`config.mk`:
```
export PLATFORM = sky130hd
export DESIGN_NAME = hwm_regs
export DESIGN_NICKNAME = d
export VERILOG_FILES = /design/src/verilog/hwm_pulse_timer.v /design/src/verilog/hwm_regs.v
export VERILOG_INCLUDE_DIRS = /design/src /design/src/verilog
export SDC_FILE = /design/constraint.sdc
export NUM_CORES = 1
export LEC_CHECK = 0
export ABC_AREA = 1
export BUFFER_PORTS_ARGS = -buffer_cell sky130_fd_sc_hd__buf_2
export CAP_MARGIN = 5
export CORE_ASPECT_RATIO = 1.25
export CORE_MARGIN = 5
export CORE_UTILIZATION = 35
export CTS_CLUSTER_SIZE = 25
export DETAILED_ROUTE_END_ITERATION = 7
export GPL_TIMING_DRIVEN = 0
export SETUP_SLACK_MARGIN = 0.4
export SLEW_MARGIN = 25
export SYNTH_ARGS = -nofsm -noshare
export SYNTH_HDL_FRONTEND = slang
export SYNTH_SLANG_ARGS = --single-unit
```
`constraint.sdc`:
```
create_clock -name CLK -period 1.6 [get_ports CLK]
set_input_delay 0.24 -clock CLK [delete_from_list [all_inputs] [get_ports CLK]]
set_output_delay 0.24 -clock CLK [all_outputs]
set_load 0.005 [all_outputs]
```
`src/verilog/hwm_defines.vh`:
```
// Register map, field positions, reset values and timing for the monitor bank
`ifndef HWM_DEFINES_VH
`define HWM_DEFINES_VH

// Register offsets
`define HWM_ADDR_CONTROL    8'h40
`define HWM_ADDR_STATUS1    8'h41
`define HWM_ADDR_STATUS2    8'h42
`define HWM_ADDR_MASK1      8'h43
`define HWM_ADDR_MASK2      8'h44
`define HWM_ADDR_CASE_CLR   8'h46

// Reset values
`define HWM_RST_CONTROL     8'h08
`define HWM_RST_STATUS      8'h00
`define HWM_RST_MASK        8'h00
`define HWM_RST_CASE_CLR    8'h00

// Control register fields
`define HWM_CTL_RUN         0
`define HWM_CTL_INT_EN      1
`define HWM_CTL_RSV2        2
`define HWM_CTL_SUSPEND     3
`define HWM_CTL_RESET_REQ   4
`define HWM_CTL_RSV5        5
`define HWM_CTL_CASE_CLR    6
`define HWM_CTL_RESTORE     7

// Intrusion-clear register field
`define HWM_CCLR_REQ        7

// Status one fields
`define HWM_ST1_RAIL_2V5    0
`define HWM_ST1_CORE_ONE    1
`define HWM_ST1_RAIL_3V3    2
`define HWM_ST1_RAIL_5V     3
`define HWM_ST1_TEMP_HIGH   4
`define HWM_ST1_TACH_ONE    6
`define HWM_ST1_TACH_TWO    7
`define HWM_ST1_IMPL        8'hdf

// Status two fields
`define HWM_ST2_RAIL_12V    0
`define HWM_ST2_CORE_TWO    1
`define HWM_ST2_CASE_OPEN   4
`define HWM_ST2_TEMP_LOW    7
`define HWM_ST2_IMPL        8'h93
`define HWM_MASK2_ALARM     8'h13
`define HWM_MASK2_RESET_EN  7

// Pulse timing
`define HWM_PULSE_TIME_MS   20
`define HWM_CLK_KHZ         10000
`define HWM_PULSE_CYCLES    (`HWM_PULSE_TIME_MS * `HWM_CLK_KHZ)
`define HWM_PULSE_CNT_W     18

`endif

```
`src/verilog/hwm_pulse_timer.v`:
```
// Active-low pulse generator of fixed length, cut short by abort
`timescale 1ns/10ps
module hwm_pulse_timer #(
  parameter CNT_W  = 18,
  parameter CYCLES = 200000
) (
  input  wire             clk,
  input  wire             reset_n,
  input  wire             abort,
  input  wire             start,
  output wire             busy,
  output reg              pulse_n_q,
  output wire             done
);

  localparam [31:0]      LAST_FULL = CYCLES - 1;
  localparam [CNT_W-1:0] LAST      = LAST_FULL[CNT_W-1:0];

  reg [CNT_W-1:0] cnt_q;
  reg             busy_q;

  assign busy = busy_q;
  assign done = busy_q && (cnt_q == LAST) && !abort;

  always @(posedge clk) begin
    if (!reset_n || abort) begin
      cnt_q     <= {CNT_W{1'b0}};
      busy_q    <= 1'b0;
      pulse_n_q <= 1'b1;
    end else if (!busy_q) begin
      cnt_q <= {CNT_W{1'b0}};
      if (start) begin
        busy_q    <= 1'b1;
        pulse_n_q <= 1'b0;
      end
    end else if (cnt_q == LAST) begin
      busy_q    <= 1'b0;
      pulse_n_q <= 1'b1;
    end else begin
      cnt_q <= cnt_q + {{(CNT_W-1){1'b0}}, 1'b1};
    end
  end

endmodule

```
`src/verilog/hwm_regs.v`:
```
// Monitor control, alarm status and mask registers with pin pulse logic
`timescale 1ns/10ps
`include "hwm_defines.vh"
module hwm_regs #(
  parameter CNT_W        = `HWM_PULSE_CNT_W,
  parameter PULSE_CYCLES = `HWM_PULSE_CYCLES
) (
  input  wire       CLK,
  input  wire       RESET_N,
  input  wire [7:0] REG_ADDR,
  input  wire       REG_WR,
  input  wire [7:0] REG_WDATA,
  input  wire       REG_RD,
  output reg  [7:0] REG_RDATA,
  input  wire       EXTENDED_MODE,
  input  wire       RAIL_2V5_INPUT_ERR,
  input  wire       CORE_SUPPLY_ONE_ERR,
  input  wire       RAIL_3V3_INPUT_ERR,
  input  wire       RAIL_5V_INPUT_ERR,
  input  wire       RAIL_12V_INPUT_ERR,
  input  wire       CORE_SUPPLY_TWO_ERR,
  input  wire       TEMP_HIGH_ERR,
  input  wire       TEMP_BELOW_FLOOR_ERR,
  input  wire       TACH_ONE_ERR,
  input  wire       TACH_TWO_ERR,
  input  wire       CASE_OPEN_INPUT_I,
  output wire       CASE_OPEN_INPUT_O,
  output wire       CASE_OPEN_INPUT_OE,
  output wire       RESET_OUT_N,
  output reg        ALARM_INT_N,
  output reg        MONITOR_RUN,
  output reg        DEFAULTS_RESTORE
);

  // Status update: hardware set wins over the read clear
  function [7:0] status_next;
    input [7:0] old;
    input [7:0] set;
    input       clr;
    input [7:0] impl;
    begin
      status_next = (clr ? (set & impl) : ((old | set) & impl));
    end
  endfunction

  // Strobe qualified by one register address
  function addr_hit;
    input       strobe;
    input [7:0] addr;
    input [7:0] target;
    begin
      addr_hit = strobe && (addr == target);
    end
  endfunction

  reg  [7:0] control_q;
  reg  [7:0] control_d;
  reg  [7:0] status1_q;
  reg  [7:0] status2_q;
  reg  [7:0] mask1_q;
  reg  [7:0] mask2_q;
  reg  [6:0] case_clr_rsv_q;
  reg        case_clr_req_q;
  reg        case_clr_req_d;
  reg        case_s1_q;
  reg        case_s2_q;
  reg        case_s3_q;
  reg        case_level_q;
  reg  [7:0] rdata_d;
  reg  [7:0] st1_set;
  reg  [7:0] st2_set;

  wire       wr_ctl;
  wire       wr_cclr;
  wire       restore;
  wire       reset_busy;
  wire       reset_done;
  wire       reset_start;
  wire       case_busy;
  wire       case_done;
  wire       case_start;
  wire       reset_pulse_n;
  wire       case_pulse_n;
  wire       running;
  wire       alarm_any;
  wire       rd_st1;
  wire       rd_st2;
  wire       wr_mask1;
  wire       wr_mask2;
  wire       alarm_cond;
  wire       case_seen;
  wire [7:0] st1_alarm;
  wire [7:0] st2_alarm;

  assign wr_ctl   = addr_hit(REG_WR, REG_ADDR, `HWM_ADDR_CONTROL);
  assign wr_cclr  = addr_hit(REG_WR, REG_ADDR, `HWM_ADDR_CASE_CLR);
  assign wr_mask1 = addr_hit(REG_WR, REG_ADDR, `HWM_ADDR_MASK1);
  assign wr_mask2 = addr_hit(REG_WR, REG_ADDR, `HWM_ADDR_MASK2);
  assign rd_st1   = addr_hit(REG_RD, REG_ADDR, `HWM_ADDR_STATUS1);
  assign rd_st2   = addr_hit(REG_RD, REG_ADDR, `HWM_ADDR_STATUS2);

  // Restore request never stored, so the bit reads zero
  assign restore = wr_ctl && REG_WDATA[`HWM_CTL_RESTORE];

  // Reset pulse only with the enable in mask two
  assign reset_start = wr_ctl && !restore
                       && REG_WDATA[`HWM_CTL_RESET_REQ]
                       && mask2_q[`HWM_MASK2_RESET_EN]
                       && !reset_busy;

  // Either register can request the intrusion-clear pulse
  assign case_start = !restore && !case_busy
                      && ((wr_ctl && REG_WDATA[`HWM_CTL_CASE_CLR])
                      || (wr_cclr && REG_WDATA[`HWM_CCLR_REQ]));

  // Monitoring runs with run set and suspend clear
  assign running = control_q[`HWM_CTL_RUN]
                   && !control_q[`HWM_CTL_SUSPEND];

  hwm_pulse_timer #(
    .CNT_W  (CNT_W),
    .CYCLES (PULSE_CYCLES)
  ) u_reset_pulse (
    .clk       (CLK),
    .reset_n   (RESET_N),
    .abort     (restore),
    .start     (reset_start),
    .busy      (reset_busy),
    .pulse_n_q (reset_pulse_n),
    .done      (reset_done)
  );

  hwm_pulse_timer #(
    .CNT_W  (CNT_W),
    .CYCLES (PULSE_CYCLES)
  ) u_case_pulse (
    .clk       (CLK),
    .reset_n   (RESET_N),
    .abort     (restore),
    .start     (case_start),
    .busy      (case_busy),
    .pulse_n_q (case_pulse_n),
    .done      (case_done)
  );

  assign RESET_OUT_N        = reset_pulse_n;
  assign CASE_OPEN_INPUT_O  = 1'b0;
  assign CASE_OPEN_INPUT_OE = !case_pulse_n;

  // Control register next value
  always @* begin
    control_d = control_q;
    if (wr_ctl) begin
      control_d[`HWM_CTL_RUN]     = REG_WDATA[`HWM_CTL_RUN];
      control_d[`HWM_CTL_INT_EN]  = REG_WDATA[`HWM_CTL_INT_EN];
      control_d[`HWM_CTL_RSV2]    = REG_WDATA[`HWM_CTL_RSV2];
      control_d[`HWM_CTL_SUSPEND] = REG_WDATA[`HWM_CTL_SUSPEND];
      control_d[`HWM_CTL_RSV5]    = REG_WDATA[`HWM_CTL_RSV5];
    end
    if (reset_start) begin
      control_d[`HWM_CTL_RESET_REQ] = 1'b1;
    end else if (reset_done) begin
      control_d[`HWM_CTL_RESET_REQ] = 1'b0;
    end
    control_d[`HWM_CTL_CASE_CLR] = 1'b0;
    control_d[`HWM_CTL_RESTORE]  = 1'b0;
  end

  always @* begin
    case_clr_req_d = case_clr_req_q;
    if (case_start) begin
      case_clr_req_d = 1'b1;
    end else if (case_done) begin
      case_clr_req_d = 1'b0;
    end
  end

  // Intrusion pin sync, ignored while this end drives it low
  always @(posedge CLK) begin
    if (!RESET_N) begin
      case_s1_q    <= 1'b0;
      case_s2_q    <= 1'b0;
      case_s3_q    <= 1'b0;
      case_level_q <= 1'b0;
    end else begin
      case_s1_q <= CASE_OPEN_INPUT_I;
      case_s2_q <= case_s1_q;
      case_s3_q <= case_s2_q;
      if (case_s2_q == case_s3_q) begin
        case_level_q <= case_s3_q;
      end
    end
  end

  // Pin level counts only while this end leaves it free
  assign case_seen = case_level_q && case_pulse_n;

  // Status set terms from the limit checkers and the intrusion pin
  always @* begin
    st1_set = 8'h00;
    st2_set = 8'h00;
    if (running) begin
      st1_set[`HWM_ST1_RAIL_2V5]  = RAIL_2V5_INPUT_ERR;
      st1_set[`HWM_ST1_CORE_ONE]  = CORE_SUPPLY_ONE_ERR;
      st1_set[`HWM_ST1_RAIL_3V3]  = RAIL_3V3_INPUT_ERR;
      st1_set[`HWM_ST1_RAIL_5V]   = RAIL_5V_INPUT_ERR;
      st1_set[`HWM_ST1_TEMP_HIGH] = TEMP_HIGH_ERR;
      st1_set[`HWM_ST1_TACH_ONE]  = TACH_ONE_ERR;
      st1_set[`HWM_ST1_TACH_TWO]  = TACH_TWO_ERR;
      st2_set[`HWM_ST2_RAIL_12V]  = RAIL_12V_INPUT_ERR;
      st2_set[`HWM_ST2_CORE_TWO]  = CORE_SUPPLY_TWO_ERR;
      st2_set[`HWM_ST2_TEMP_LOW]  = TEMP_BELOW_FLOOR_ERR
                                    && EXTENDED_MODE;
    end
    st2_set[`HWM_ST2_CASE_OPEN] = case_seen;
  end

  // Main registers
  always @(posedge CLK) begin
    if (!RESET_N || restore) begin
      control_q      <= `HWM_RST_CONTROL;
      status1_q      <= `HWM_RST_STATUS;
      status2_q      <= `HWM_RST_STATUS;
      mask1_q        <= `HWM_RST_MASK;
      mask2_q        <= `HWM_RST_MASK;
      case_clr_rsv_q <= 7'h00;
      case_clr_req_q <= 1'b0;
    end else begin
      control_q      <= control_d;
      case_clr_req_q <= case_clr_req_d;
      status1_q <= status_next(status1_q, st1_set, rd_st1,
                               `HWM_ST1_IMPL);
      status2_q <= status_next(status2_q, st2_set, rd_st2,
                               `HWM_ST2_IMPL);
      if (wr_mask1) begin
        mask1_q <= REG_WDATA;
      end
      if (wr_mask2) begin
        mask2_q <= REG_WDATA;
      end
      if (wr_cclr) begin
        case_clr_rsv_q <= REG_WDATA[6:0];
      end
    end
  end

  // Masks gate only the alarm path
  assign st1_alarm = status1_q & ~mask1_q;
  assign st2_alarm = status2_q & (~mask2_q | ~`HWM_MASK2_ALARM)
                     & `HWM_ST2_IMPL;
  assign alarm_any = (|st1_alarm) || (|st2_alarm);

  // Enable and suspend qualify the alarm
  assign alarm_cond = alarm_any && control_q[`HWM_CTL_INT_EN]
                      && !control_q[`HWM_CTL_SUSPEND];

  // Outputs, run bit plays no part in the alarm
  always @(posedge CLK) begin
    if (!RESET_N) begin
      ALARM_INT_N      <= 1'b1;
      MONITOR_RUN      <= 1'b0;
      DEFAULTS_RESTORE <= 1'b0;
    end else begin
      ALARM_INT_N      <= !alarm_cond;
      MONITOR_RUN      <= running && !restore;
      DEFAULTS_RESTORE <= restore;
    end
  end

  // Read data mux
  always @* begin
    case (REG_ADDR)
      `HWM_ADDR_CONTROL: begin
        rdata_d = control_q;
        rdata_d[`HWM_CTL_CASE_CLR] = case_clr_req_q;
      end
      `HWM_ADDR_STATUS1: begin
        rdata_d = status1_q;
      end
      `HWM_ADDR_STATUS2: begin
        rdata_d = status2_q;
      end
      `HWM_ADDR_MASK1: begin
        rdata_d = mask1_q;
      end
      `HWM_ADDR_MASK2: begin
        rdata_d = mask2_q;
      end
      `HWM_ADDR_CASE_CLR: begin
        rdata_d = {case_clr_req_q, case_clr_rsv_q};
      end
      default: begin
        rdata_d = 8'h00;
      end
    endcase
  end

  always @(posedge CLK) begin
    if (!RESET_N) begin
      REG_RDATA <= 8'h00;
    end else if (REG_RD) begin
      REG_RDATA <= rdata_d;
    end
  end

endmodule

```
Word level (Yosys, flattened, before mapping)

Index checks and enable logic that the tools add are counted.
Widths: inputs -> output; s select.

Register bits: 103
Word-level logic and storage cells: 112

$add $sub $neg: 2
Equal/unequal tests: 11
Mux-type cells: 23
Bitwise logic cells: 8
Reductions and logical operators: 45

Operators with widths:

| operator              | count |
|---|---|
| $eq 8x7->1 const B    | 6 |
| $pmux 8 s6            | 1 |
| $add 18x1->18 const B | 2 |
| $eq 18x18->1 const B  | 2 |
| $logic_and 1x1->1     | 25 |
| $mux 1                | 17 |
| $and 8x8->8           | 2 |
| $mux 8                | 2 |
| $or 8x8->8            | 2 |
| $not 8->8             | 1 |
| $reduce_bool 2->1     | 4 |
| $reduce_or 8->1       | 1 |
| $logic_not 1->1       | 7 |
| $mux 5                | 1 |
| $not 5->5             | 1 |
| $mux 2                | 2 |
| $ne 2x2->1 const B    | 2 |
| $reduce_and 2->1      | 2 |
| $reduce_or 2->1       | 2 |
| $reduce_or 4->1       | 1 |
| $logic_or 1x1->1      | 3 |
| $not 1->1             | 2 |
| $eq 1x1->1            | 1 |

Logic depth before layout (Yosys ltp)

Depth in word-level cells: 10
Depth in mapped cells: 11
Depth with buffers taken out: 10

Hierarchy

A second synthesis with hierarchy kept.

Cell total of the unflattened synthesis: 732
Area, all modules: 5029.8 um2

Modules (own cells, without submodules):

| module          | times used | cells each | area an instance (um2) |
|---|---|---|---|
| hwm_regs        | 1          | 366        | 2705.1 |
| hwm_pulse_timer | 2          | 183        | 1162.4 |

Least setup slack after synthesis

OpenSTA, ideal clock, no wires.

Path type: reg-to-reg
From: register u_case_pulse.cnt_q[0]
To: register u_case_pulse.cnt_q[6]
Arrival: 1.390 ns
Required time: 1.484 ns
Slack: 0.095 ns
Cell stages (with the launch flop): 11
Cells stage by stage: dfxtp_1 ha_1 inv_1 nor2_2 inv_1 nor2_1 nand2_1 nor2_1 inv_1 o21ai_0 nor2_1

Cells in the longest elaborated chain, start to end: 1

Ends and longest elaborated chain:

| what                                                 | line                                       | source |
|---|---|---|
| start: declaration                                   | hwm_pulse_timer.v:19                       | `reg [CNT_W-1:0] cnt_q;` |
| start signal: assignment                             | hwm_pulse_timer.v:27                       | `cnt_q <= {CNT_W{1'b0}};` |
| start signal: assignment                             | hwm_pulse_timer.v:31                       | `cnt_q <= {CNT_W{1'b0}};` |
| start signal: assignment                             | hwm_pulse_timer.v:40                       | `cnt_q <= cnt_q + {{(CNT_W-1){1'b0}}, 1'b1};` |
| $add 18x1->18 / $eq 18x18->1 (equally long branches) | hwm_pulse_timer.v:40, hwm_pulse_timer.v:36 |  |

Parallel ways exist; a longest one is shown, timed or not.
A chain may end at the register's enable or synchronous reset.

Final worst setup path

From: register u_case_pulse.cnt_q[1]
To: register u_case_pulse.cnt_q[17]

The elaborated chain is that of the path after synthesis.

==> results.py <==
metrics = {
    "final_layout": {
        "fin_area_um2": 7000,
        "fin_nets": 795,
        "n_fill_cell": 1110,
        "final_cell_mix": "117 x nand2_1, 74 x dfxtp_1, 51 x inv_1",
        "final_cells": 933,
        "num_antenna_cells": 0,
        "area_growth_pct": 56.4,
        "drive_above_1_share": 0.459,
        "final_common_cell": "nand2_1",
    },
    "global_route": {
        "grt_pass1_wl_um": 21900,
        "grt_remaining_overflow": 0,
        "grt_max_degree": 15,
        "grt_pass1_vias": 4595,
        "grtUsageTotal": 0.179,
        "grt_antenna_before_repair": 0,
    },
    "clock_network": {
        "clock_path_buffers": 2,
        "cts-root-buf": "clkbuf_16",
        "clkSlewWorstSetupHoldPaths_ps": 70,
        "clock_latency_ps": 360,
        "cts_htree_levels": 3,
        "cts_sinks": 96,
        "cts_buffers": 9,
        "hold_buffers": 0,
        "tritoncts": "done",
    },
    "critical_path": {
        "rr_worst_depth": 8,
        "arrival_ps": 1670,
        "crit_path_end_kind": "register",
        "critPathLaunchType": "register",
        "criticalPathCategory": "register to register",
        "cp_max_fo": 3,
        "required_ps": 1850,
    },
    "timing": {
        "rsz0062_at_grt": "yes",
        "final_hold_viol_count": 0,
        "fmax_mhz": 705,
        "slew_headroom": 0.612,
        "finalCriticalPeriod_ps": 1420,
        "setup_viol": 0,
        "setup_tns_ps": 0,
        "tightest_slew_ps": 583,
        "maxSlewViolCount": 0,
        "min_period_over_period": 0.887,
        "holdWs_ps": 66.6,
        "finalClockSkew_ps": 8.93,
    },
    "run": {
        "maxCapViolCount": 0,
    },
    "floorplan": {
        "start_util": 0.355,
        "core_um2": 12600,
        "die_w_um": 111,
        "rows": 46,
        "boundaryPins": 46,
        "fp.dieH_um": 136,
        "die_area_um2": 15200,
    },
    "run_status": {
        "outcome": "completed",
    },
    "synth": {
        "synth_edf_count": 0,
        "syn_nets": 668,
        "synth_warnings": 0,
        "syn_avg_cell_area_um2": 7.06,
        "synthCells": 634,
        "yosysSeqAreaShare": 0.430,
        "ys_ff_latch": 96,
        "async_flop_share": 0,
        "syn_area_um2": 4470,
        "synth_flop_cell": "dfxtp_1",
        "yosysUniqueCellTypes": 33,
    },
    "placed_design": {
        "io_buffers": 44,
        "placed_cell_area_um2": 5060,
        "dp_hpwl_um": 8970,
        "dp.cells": 846,
        "gp_congestion": 0.853,
    },
    "pwr": {
        "irDropWorstVdd_uv": 791,
        "p_total_mw": 4.99,
        "p_leak_nw": 2.67,
        "power_density_nw_per_um2": 713,
    },
    "min_path": {
        "hold_class": "input pin to register",
        "holdPathStages": 3,
    },
    "route": {
        "drt_iter0_drc": 157,
        "via_per_inst": 5.09,
        "route.detailed.drc": 0,
        "drt_pass1_iterations": 4,
        "wl_per_cell_um": 15.5,
        "num_vias": 4749,
        "routed_wirelength_um": 14500,
        "ant_nets": 0,
    },
}
worst max-delay path, cell delays in order (launching register included):
cell and delay, ps:
dfxtp_4 360, buf_4 130, nand3_4 80, nor2_4 110
nand4_1 140, buf_4 190, nor2_1 130, xnor2_1 130
nor2_1 60
layout make-up:
cell class	instances	area [µm²]	area share
Timing Repair Buffer	115	1080	0.154
Sequential cell	96	1970	0.281
Clock inverter	3	40.0	0.00572
Tap cell	168	210	0.0300
Buffer	16	169	0.0241
Clock buffer	12	267	0.0381
Multi-Input combinational cell	453	2950	0.421
Inverter	70	315	0.0450
timing repair:
item,4_1_cts,5_1_grt
buffers inserted,40,22
resized for setup,130,144
pin swaps,46,55
setup endpoints to repair,89,90
gates cloned,6,4
registers in the layout, summed over array words and instances, names as in the netlist, 4 cells and up:
| register | count |
|---|---|
| REG_RDATA | 8 |
| mask1_q | 8 |
| case_clr_rsv_q | 7 |
| mask2_q | 8 |
| u_reset_pulse.cnt_q | 18 |
| status2_q | 4 |
| u_case_pulse.cnt_q | 18 |
| control_q | 6 |
| status1_q | 7 |
per-stage QoR:
| step | util | setup WS, ps |
|---|---|---|
| 2_1_floorplan | - | 242 |
| 3_3_place_gp | 0.401 | -242 |
| 3_5_place_dp | 0.401 | -263 |
| 4_1_cts | 0.497 | 185 |
| 5_1_grt | 0.555 | 82.5 |
| 6_report | 0.555 | 181 |
power breakdown:
part           internal [mW]  switching [mW]
combinational          0.149           0.190
clock                   1.33           0.935
sequential              2.38         0.00404
cells by family after synthesis:
kind of cell,after synthesis,synth area share
other,1,0.000838
DFF,96,0.430
buffers and inverters,86,0.0803
and+or+nand+nor,337,0.342
xor gates and xnor gates,15,0.0294
adders and majority gates,2,0.00559
AOI/OAI and AO/OA,97,0.113
Yosys cell counts (all sizes together) (2+ instances only):
library cell	count	area share
a21oi	68	0.076
o21ai	19	0.021
inv	70	0.060
xnor2	5	0.0098
nand3	65	0.073
xor2	10	0.020
nor2	66	0.069
or2	3	0.0042
nor3b	2	0.0034
ha	2	0.0056
o22ai	5	0.0070
clkbuf	5	0.0042
nand2	170	0.15
buf	11	0.016
nor3	8	0.0089
a211oi	2	0.0034
nand4	22	0.031
dfxtp	96	0.43
worst paths after layout:
kind	endpoint	start	slack (ps)
min reg2reg	case_s2_q	case_s1_q	410
max	u_case_pulse.cnt_q[17]	u_case_pulse.cnt_q[1]	180
max reg2reg	u_case_pulse.cnt_q[17]	u_case_pulse.cnt_q[1]	180
min	case_s1_q	CASE_OPEN_INPUT_I	70
routing by layer:
metal | GRT usage | vias to the layer above | part of all wire
li1 | - | 2334 | -
met1 | 0.200 | 2259 | 0.40
met2 | 0.330 | 109 | 0.51
met3 | 0.0258 | 47 | 0.037
met4 | 0.0967 | 0 | 0.053
met5 | 0 | - | 0
Power figures use the tool's default switching activity.
